## config.mk

```make
export PLATFORM = sky130hd
export DESIGN_NAME = tmh_timer
export DESIGN_NICKNAME = d
export VERILOG_FILES = /design/src/hw/tmh_prescaler.v /design/src/hw/tmh_timer.v
export VERILOG_INCLUDE_DIRS = /design/src /design/src/pkg
export SDC_FILE = /design/constraint.sdc
export NUM_CORES = 1
export LEC_CHECK = 0
export ABC_AREA = 1
export ABC_CLOCK_PERIOD_IN_PS = 1600
export BUFFER_PORTS_ARGS = -buffer_cell sky130_fd_sc_hd__buf_2
export CORE_MARGIN = 2
export CORE_UTILIZATION = 30
export CTS_CLUSTER_DIAMETER = 30
export CTS_CLUSTER_SIZE = 8
export DETAILED_ROUTE_END_ITERATION = 7
export PLACE_DENSITY = 0.55
export SETUP_SLACK_MARGIN = 0.05
export SLEW_MARGIN = 20
export SYNTH_ARGS = -nofsm -noshare
export SYNTH_HDL_FRONTEND = slang
export SYNTH_SLANG_ARGS = --single-unit
```

## constraint.sdc

```tcl
create_clock -name CLK -period 1.6 [get_ports CLK]
set_input_delay 0.4 -clock CLK [delete_from_list [all_inputs] [get_ports CLK]]
set_output_delay 0.4 -clock CLK [all_outputs]
set_load 0.01 [all_outputs]
```

## src/pkg/tmh_regs.vh

```
`ifndef TMH_REGS_VH
`define TMH_REGS_VH

// ************************************************************
// Register addresses
// ************************************************************
`define TMH_ADDR_PORT4_DIR   16'hFF24
`define TMH_ADDR_MODE        16'hFF70
`define TMH_ADDR_CYCLE       16'hFF72
`define TMH_ADDR_DUTY        16'hFF73
`define TMH_ADDR_PORT4_LATCH 16'hFF04

// ************************************************************
// Reset values
// ************************************************************
`define TMH_RST_MODE         8'h00
`define TMH_RST_CMP          8'h00
`define TMH_RST_PORT4_DIR    8'hFF
`define TMH_RST_PORT4_LATCH  8'h00
`define TMH_RD_UNMAPPED      8'h00

// ************************************************************
// Mode register fields
// ************************************************************
`define TMH_MODE_EN          7
`define TMH_MODE_CKS_MSB     6
`define TMH_MODE_CKS_LSB     4
`define TMH_MODE_MD_MSB      3
`define TMH_MODE_MD_LSB      2
`define TMH_MODE_LEV         1
`define TMH_MODE_OEN         0

// ************************************************************
// Field encodings
// ************************************************************
`define TMH_CKS_DIV1         3'h0
`define TMH_CKS_DIV4         3'h1
`define TMH_CKS_DIV16        3'h2
`define TMH_CKS_DIV64        3'h3
`define TMH_CKS_DIV4096      3'h4
`define TMH_CKS_LSO128       3'h5
`define TMH_MD_INTERVAL      2'h0
`define TMH_MD_PWM           2'h2

// ************************************************************
// Divider widths (log2 of each ratio) and pin position
// ************************************************************
`define TMH_DIV4_BITS        2
`define TMH_DIV16_BITS       4
`define TMH_DIV64_BITS       6
`define TMH_DIV4096_BITS     12
`define TMH_LSO_BITS         7
`define TMH_OUT_PIN          2

`endif
```

## src/hw/tmh_prescaler.v

```verilog
`timescale 1ns/1ps
`default_nettype none
`include "tmh_regs.vh"

module tmh_prescaler #(
    parameter PRE_W = `TMH_DIV4096_BITS,
    parameter LSO_W = `TMH_LSO_BITS
) (
    input  wire       clk,
    input  wire       nrst,
    input  wire       run,
    input  wire [2:0] sel,
    input  wire       lso_in,
    output reg        tick
);

    reg  [PRE_W-1:0] pre_reg;
    reg  [LSO_W-1:0] lso_cnt_reg;
    reg              lso_q_reg;
    wire             lso_rise;

    assign lso_rise = lso_in & ~lso_q_reg;

    // ************************************************************
    // Dividers restart while stopped, so the first tick comes
    // at most one count clock after enable
    // ************************************************************
    always @(posedge clk or negedge nrst) begin
        if (!nrst) begin
            pre_reg     <= {PRE_W{1'b0}};
            lso_cnt_reg <= {LSO_W{1'b0}};
            lso_q_reg   <= 1'b0;
        end else begin
            lso_q_reg <= lso_in;
            if (!run) begin
                pre_reg     <= {PRE_W{1'b0}};
                lso_cnt_reg <= {LSO_W{1'b0}};
            end else begin
                pre_reg <= pre_reg + {{(PRE_W-1){1'b0}}, 1'b1};
                if (lso_rise) begin
                    lso_cnt_reg <= lso_cnt_reg + {{(LSO_W-1){1'b0}}, 1'b1};
                end
            end
        end
    end

    always @* begin
        case (sel)
            `TMH_CKS_DIV1:    tick = run;
            `TMH_CKS_DIV4:    tick = run & (&pre_reg[`TMH_DIV4_BITS-1:0]);
            `TMH_CKS_DIV16:   tick = run & (&pre_reg[`TMH_DIV16_BITS-1:0]);
            `TMH_CKS_DIV64:   tick = run & (&pre_reg[`TMH_DIV64_BITS-1:0]);
            `TMH_CKS_DIV4096: tick = run & (&pre_reg);
            `TMH_CKS_LSO128:  tick = run & lso_rise & (&lso_cnt_reg);
            // Prohibited codes never count
            default:          tick = 1'b0;
        endcase
    end

endmodule

`default_nettype wire

```

## src/hw/tmh_timer.v

```verilog
// Overview of operation
// - Compare registers are 8-bit, reset to zero
// - Duty write while counting in PWM waits for old match
// - Write colliding with match waits one more match
// - Enable bit starts counting; clearing zeroes counter
// - Clock select picks one of six count clocks
// - Mode field selects interval or PWM
// - Output level bit sets default pin level
// - Interval mode with output enable gives square wave
// - Interval match raises interrupt and clears counter
// - Interval mode ignores duty compare completely
// - Interval interrupt repeats every compare plus one
// - Counting starts within one count clock
// - Interval match inverts output with clear and interrupt
// - Disable forces interrupt and output inactive
// - Direction register resets to ones; zero means output
// - Mode register resets zero, takes bit and byte writes
// - PWM cycle match clears, interrupts, activates, targets duty
// - PWM duty match deactivates, targets cycle, no clear
// - PWM masks first count clock, output stays inactive
`timescale 1ns/1ps
`default_nettype none
`include "tmh_regs.vh"

module tmh_timer #(
    parameter PRE_W = `TMH_DIV4096_BITS,
    parameter LSO_W = `TMH_LSO_BITS
) (
    input  wire        CLK,
    input  wire        NRST,
    input  wire [15:0] ADDR,
    input  wire        WR_EN,
    input  wire [7:0]  WDATA,
    input  wire        BIT_WR,
    input  wire [2:0]  BIT_SEL,
    input  wire        BIT_VAL,
    input  wire        RD_EN,
    output reg  [7:0]  RDATA,
    input  wire        LSO_CLK,
    output reg         TIMER_MATCH_IRQ,
    output reg  [7:0]  PORT4_OUT,
    output reg  [7:0]  PORT4_OE
);

    // ************************************************************
    // Counter states
    // ************************************************************
    localparam [2:0] ST_IDLE = 3'b001;
    localparam [2:0] ST_CYC  = 3'b010;
    localparam [2:0] ST_DUTY = 3'b100;

    // ************************************************************
    // Helpers
    // ************************************************************
    function [7:0] bit_merge;
        input [7:0] old;
        input [2:0] sel;
        input       val;
        begin
            bit_merge = old;
            bit_merge[sel] = val;
        end
    endfunction

    function [7:0] inc8;
        input [7:0] v;
        begin
            inc8 = v + 8'h01;
        end
    endfunction

    // ************************************************************
    // Storage
    // ************************************************************
    reg  [7:0] mode_reg;
    reg  [7:0] mode_next;
    reg  [7:0] cycle_reg;
    reg  [7:0] cycle_next;
    reg  [7:0] duty_wr_reg;
    reg  [7:0] duty_wr_next;
    reg  [7:0] duty_act_reg;
    reg  [7:0] duty_act_next;
    reg        pend_reg;
    reg        pend_next;
    reg  [7:0] dir_reg;
    reg  [7:0] dir_next;
    reg  [7:0] latch_reg;
    reg  [7:0] latch_next;
    reg  [7:0] cnt_reg;
    reg  [7:0] cnt_next;
    reg  [2:0] state_reg;
    reg  [2:0] state_next;
    reg        skip_reg;
    reg        skip_next;
    reg        active_reg;
    reg        active_next;
    reg        irq_next;
    reg  [7:0] rdata_next;
    reg        pin_level;
    reg  [7:0] port_out_next;

    wire       cnt_en;
    wire [2:0] cks;
    wire [1:0] op_mode;
    wire       is_pwm;
    wire       out_default_level;
    wire       out_enable;
    wire       tick;
    wire       duty_write;
    wire       byte_hit_mode;

    assign cnt_en            = mode_reg[`TMH_MODE_EN];
    assign cks               = mode_reg[`TMH_MODE_CKS_MSB:`TMH_MODE_CKS_LSB];
    assign op_mode           = mode_reg[`TMH_MODE_MD_MSB:`TMH_MODE_MD_LSB];
    assign is_pwm            = (op_mode == `TMH_MD_PWM);
    assign out_default_level = mode_reg[`TMH_MODE_LEV];
    assign out_enable        = mode_reg[`TMH_MODE_OEN];
    assign duty_write        = WR_EN && (ADDR == `TMH_ADDR_DUTY);
    assign byte_hit_mode     = WR_EN && (ADDR == `TMH_ADDR_MODE);

    // ************************************************************
    // Count clock
    // ************************************************************
    tmh_prescaler #(
        .PRE_W (PRE_W),
        .LSO_W (LSO_W)
    ) u_prescaler (
        .clk    (CLK),
        .nrst   (NRST),
        .run    (cnt_en),
        .sel    (cks),
        .lso_in (LSO_CLK),
        .tick   (tick)
    );

    // ************************************************************
    // Register writes
    // ************************************************************
    always @* begin
        mode_next  = mode_reg;
        cycle_next = cycle_reg;
        dir_next   = dir_reg;
        latch_next = latch_reg;
        if (byte_hit_mode) begin
            mode_next = WDATA;
        end else if (BIT_WR && (ADDR == `TMH_ADDR_MODE)) begin
            mode_next = bit_merge(mode_reg, BIT_SEL, BIT_VAL);
        end else if (WR_EN && (ADDR == `TMH_ADDR_CYCLE)) begin
            cycle_next = WDATA;
        end else if (WR_EN && (ADDR == `TMH_ADDR_PORT4_DIR)) begin
            dir_next = WDATA;
        end else if (BIT_WR && (ADDR == `TMH_ADDR_PORT4_DIR)) begin
            dir_next = bit_merge(dir_reg, BIT_SEL, BIT_VAL);
        end else if (WR_EN && (ADDR == `TMH_ADDR_PORT4_LATCH)) begin
            latch_next = WDATA;
        end else if (BIT_WR && (ADDR == `TMH_ADDR_PORT4_LATCH)) begin
            latch_next = bit_merge(latch_reg, BIT_SEL, BIT_VAL);
        end
    end

    // ************************************************************
    // Counter, compare target and output state
    // ************************************************************
    always @* begin
        state_next    = state_reg;
        cnt_next      = cnt_reg;
        skip_next     = skip_reg;
        active_next   = active_reg;
        irq_next      = 1'b0;
        duty_wr_next  = duty_wr_reg;
        duty_act_next = duty_act_reg;
        pend_next     = pend_reg;

        // Duty writes while idle or in interval mode load at once
        if (duty_write) begin
            duty_wr_next = WDATA;
            if (!cnt_en || !is_pwm) begin
                duty_act_next = WDATA;
                pend_next     = 1'b0;
            end else begin
                pend_next = 1'b1;
            end
        end

        case (state_reg)
            ST_IDLE: begin
                cnt_next    = 8'h00;
                active_next = 1'b0;
                if (cnt_en) begin
                    state_next = ST_CYC;
                    skip_next  = is_pwm;
                end
            end
            ST_CYC: begin
                if (!cnt_en) begin
                    state_next  = ST_IDLE;
                    cnt_next    = 8'h00;
                    active_next = 1'b0;
                    if (pend_reg && !duty_write) begin
                        duty_act_next = duty_wr_reg;
                        pend_next     = 1'b0;
                    end
                end else if (tick) begin
                    if (skip_reg) begin
                        skip_next = 1'b0;
                    end else if (cnt_reg == cycle_reg) begin
                        cnt_next = 8'h00;
                        irq_next = 1'b1;
                        if (is_pwm) begin
                            active_next = 1'b1;
                            state_next  = ST_DUTY;
                        end else begin
                            active_next = ~active_reg;
                        end
                    end else begin
                        cnt_next = inc8(cnt_reg);
                    end
                end
            end
            ST_DUTY: begin
                if (!cnt_en) begin
                    state_next  = ST_IDLE;
                    cnt_next    = 8'h00;
                    active_next = 1'b0;
                    if (pend_reg && !duty_write) begin
                        duty_act_next = duty_wr_reg;
                        pend_next     = 1'b0;
                    end
                end else if (tick) begin
                    cnt_next = inc8(cnt_reg);
                    if (cnt_reg == duty_act_reg) begin
                        active_next = 1'b0;
                        state_next  = ST_CYC;
                        // A write in this very cycle waits for next match
                        if (pend_reg && !duty_write) begin
                            duty_act_next = duty_wr_reg;
                            pend_next     = 1'b0;
                        end
                    end
                end
            end
            default: begin
                state_next  = ST_IDLE;
                cnt_next    = 8'h00;
                active_next = 1'b0;
            end
        endcase
    end

    // ************************************************************
    // Pin level and read data
    // ************************************************************
    always @* begin
        // Duty compare never reaches the pin in interval mode
        if (out_enable) begin
            pin_level = active_reg ^ out_default_level;
        end else begin
            pin_level = out_default_level;
        end
        port_out_next = latch_reg;
        // Latch ORs in, so it must be zero for the timer to show
        port_out_next[`TMH_OUT_PIN] = latch_reg[`TMH_OUT_PIN] | pin_level;
    end

    always @* begin
        rdata_next = RDATA;
        if (RD_EN) begin
            if (ADDR == `TMH_ADDR_MODE) begin
                rdata_next = mode_reg;
            end else if (ADDR == `TMH_ADDR_CYCLE) begin
                rdata_next = cycle_reg;
            end else if (ADDR == `TMH_ADDR_DUTY) begin
                rdata_next = duty_wr_reg;
            end else if (ADDR == `TMH_ADDR_PORT4_DIR) begin
                rdata_next = dir_reg;
            end else if (ADDR == `TMH_ADDR_PORT4_LATCH) begin
                rdata_next = latch_reg;
            end else begin
                rdata_next = `TMH_RD_UNMAPPED;
            end
        end
    end

    // ************************************************************
    // Flops
    // ************************************************************
    always @(posedge CLK or negedge NRST) begin
        if (!NRST) begin
            mode_reg        <= `TMH_RST_MODE;
            cycle_reg       <= `TMH_RST_CMP;
            duty_wr_reg     <= `TMH_RST_CMP;
            duty_act_reg    <= `TMH_RST_CMP;
            pend_reg        <= 1'b0;
            dir_reg         <= `TMH_RST_PORT4_DIR;
            latch_reg       <= `TMH_RST_PORT4_LATCH;
            cnt_reg         <= 8'h00;
            state_reg       <= ST_IDLE;
            skip_reg        <= 1'b0;
            active_reg      <= 1'b0;
            TIMER_MATCH_IRQ <= 1'b0;
            RDATA           <= `TMH_RD_UNMAPPED;
            PORT4_OUT       <= `TMH_RST_PORT4_LATCH;
            PORT4_OE        <= ~`TMH_RST_PORT4_DIR;
        end else begin
            mode_reg        <= mode_next;
            cycle_reg       <= cycle_next;
            duty_wr_reg     <= duty_wr_next;
            duty_act_reg    <= duty_act_next;
            pend_reg        <= pend_next;
            dir_reg         <= dir_next;
            latch_reg       <= latch_next;
            cnt_reg         <= cnt_next;
            state_reg       <= state_next;
            skip_reg        <= skip_next;
            active_reg      <= active_next;
            TIMER_MATCH_IRQ <= irq_next;
            RDATA           <= rdata_next;
            PORT4_OUT       <= port_out_next;
            PORT4_OE        <= ~dir_reg;
        end
    end

endmodule

`default_nettype wire

```

==> metrics <==
outcome complete, but fails checks; failing checks setup timing; vias in the first global route 6045; Most Frequent Cell on Critical Path nand2_1; P_sw approximately 0.0026 W; CP Launch Type flip-flop; drt initial violations 385; RSZ-0062 raised after global routing true; CTS Buffer Depth 2; IO Pins between 50 and 60; pin slew with the least headroom to its limit 0.502 ns; syn_area_per_cell 7.28 sq um; layout cells sized above 1 0.318; setup TNS -1.63 ns; initial core utilization 0.305; worst rel slew slack 0.664; crit-path max FO 5; DRT Wirelength 20000 um; Hold Crit Class in2reg; Routed WL per cell ~15 um; die width around 150 um; initial antenna violation count 0; slowest CP cell dfrtp_1; HPWL Detailed 14600 um; YS warnings 0; largest net degree at the start of global routing 37; Power Density 857 nW/um^2; internal power roughly 0.005 W; max reg flops 12; critical-path cell list ha_2, nand2_4, nor2_4, nand3_2, nand2_2, nand2_1, nand2_1, nand2_2, o211ai_4, buf_6, nand3_2, nand2_1, inv_1, nor2_1; TritonCTS clock tree done; Worst R2R Start u_prescaler.pre_reg[1]; cell taking the most area after synthesis dfrtp_1; Final Skew roughly 0.012 ns; FMAX 586 MHz; Core Area between 20000 and 25000 sq um; RR Endpoint cnt_reg[2]; FF-to-FF path depth 14; TritonCTS Buffers 9; EDFF count, synth 0; full die area between 20000 and 25000 sq um; CP startpoint u_prescaler.pre_reg[1]; Crit path required time 1.88 ns; router iterations before antenna repair 4; num rows 53; Syn Nets 914; Worst-path clk slew 0.08 ns; Flop pwr share 0.402; first-pass GRT wire length between 30000 and 40000 um; Crit. End Element flip-flop; leakage 4.28 nW; Final ANT Viol Nets 0; final net count 1080; Worst-Skew Late Latency 0.36 ns; post-synthesis cell type count 44; fin. max-slew vios 0; Synth area leaders dfrtp_1 38%, nand2_1 13%, o21ai_0 7.1%; period utilisation layout 1.07; #FFs+latches synth 107; Max Cap Violations 0; R2R setup slack -0.11 ns; port buffer count 58; fillcell total 2152; Sw Share 0.347; pre-CTS setup slack -0.345 ns; register area share after synthesis 0.421; final setup fails 22; clk root buf clkbuf_16; combinational power share 0.303; WS Path Type reg2reg; Final Power 0.00757 W; die height around 150 um; ant diodes 0; top-area cell type share of the netlist area 0.384; Remaining DRCs 0; Max VDD drop 0.459 mV; CP arrival 1.99 ns; Mapped Cells 877; Main synth FF type dfrtp_1; GRT Total Usage 0.176; crit path to cnt_reg[2]; Max stage delay on crit path 0.36 ns; GRT Residual Overflow 0; H-tree depth 3; final hold violations 0; CTS Sinks roughly 110; Fin Hold WS 0.166 ns; async set or reset register ratio after synthesis 1.00; Mapped Area roughly 6400 sq um; GP Congestion between 0.8 and 0.9; clock share of power 0.295; fin crit period 1.71 ns; slack of the critical path -0.107 ns; routed via count ~6300; Syn-to-layout area delta 38.3%; Avg Vias per Cell 4.77
## worst min-delay path by stage
stage,start,to,depth (start not counted)
floorplan,NRST,PORT4_OE[0],0
global route,LSO_CLK,u_prescaler.lso_q_reg,1
global placement,NRST,duty_act_reg[2],1
CTS,LSO_CLK,u_prescaler.lso_q_reg,1
detailed placement,NRST,duty_act_reg[0],1
finish,LSO_CLK,u_prescaler.lso_q_reg,1
## power by group through the flow
stage	clock (W)	combinational, W	sequential (W)
final	0.00224	0.00229	0.00304
after global routing	0.00239	0.00252	0.00307
after CTS	0.00230	0.00206	0.00304
after detailed placement	0	0.00195	0.00309
after global placement	0	0.00193	0.00308
after floorplan	0	0.00106	0.00307
## final cells by class
class / instances / area (sq um) / share of cell area
timing repair inverter: 1 / 5.00 / 0.000566
timing repair buffer: 182 / 1430 / 0.161
tap: 275 / 344 / 0.0389
sequential: 107 / 2690 / 0.304
clock inverter: 6 / 56.3 / 0.00637
inverter: 104 / 424 / 0.0480
multi-input combinational: 638 / 3660 / 0.414
clock buffer: 10 / 229 / 0.0259
## layout by cell type, fill, tap and decap left out, types with 14 or more instances in the layout
| master | n |
|---|---|
| buf_2 | 48 |
| nor3_1 | 14 |
| nand3_1 | 68 |
| a21oi_1 | 40 |
| nor2_1 | 62 |
| dfrtp_1 | 97 |
| o21ai_1 | 35 |
| nand2_1 | 188 |
| buf_6 | 16 |
| nand2_2 | 25 |
| inv_1 | 97 |
| buf_4 | 108 |
| nand2_4 | 14 |
| o21ai_0 | 74 |
## worst max-delay path, delay by kind of cell (launching register included)
kind / cells / cell delay [ns]
flip-flops: 1 / 0.36
adder cells (fa/ha/maj): 1 / 0.22
AND/OR/NAND/NOR: 10 / 0.73
buffers and inverters: 2 / 0.20
AO/OA/AOI/OAI: 1 / 0.13
## per-layer routing
layer  GRT usage  vias up  routed length, um
met5           0        -                  0
li1            -     3207                  -
met1       0.232     2964               9140
met3      0.0232       31                705
met2       0.295      114               9650
met4      0.0675        0                514
## timing repair
action	4_1_cts	5_1_grt
buffers inserted	3	5
endpoints found under the hold margin	15	0
resized for setup	28	74
gates cloned	0	5
hold buffers	1	0
setup endpoints to repair	26	65
pin swaps	11	31
## kinds of logic (layout without fill, tap and decap cells)
family | count (synthesis) | after routing | share of synthesized area
adders and majority gates | 3 | 3 | 0.00588
and+or+nand+nor | 434 | 435 | 0.309
DFF | 107 | 107 | 0.421
muxes | 8 | 8 | 0.0139
AOI/OAI and AO/OA | 183 | 183 | 0.153
xor gates and xnor gates | 9 | 9 | 0.0123
buffers and inverters | 133 | 303 | 0.0848
## stage by stage
| stage | utilization | area [sq um] | std cells |
|---|---|---|---|
| CTS | 0.402 | 8430 | 1313 |
| finish | 0.422 | 8840 | 1323 |
| global placement | 0.382 | 8020 | 1293 |
| floorplan | - | 6650 | 877 |
| global route | 0.422 | 8840 | 1323 |
| detailed placement | 0.382 | 8020 | 1293 |
## synthesized netlist by cell type (5+ instances only)
master,instances
nand2_1,219
inv_1,101
dfrtp_1,98
o21ai_0,90
nand3_1,80
nor2_1,70
a21oi_1,53
o21ai_1,24
clkbuf_1,17
nor3_1,17
nand4_1,11
buf_2,9
dfstp_2,9
nand2_2,8
mux2_2,7
a21oi_2,5
or2_2,5
xor2_1,5
Note: power is estimated with default switching activity, not from simulation.
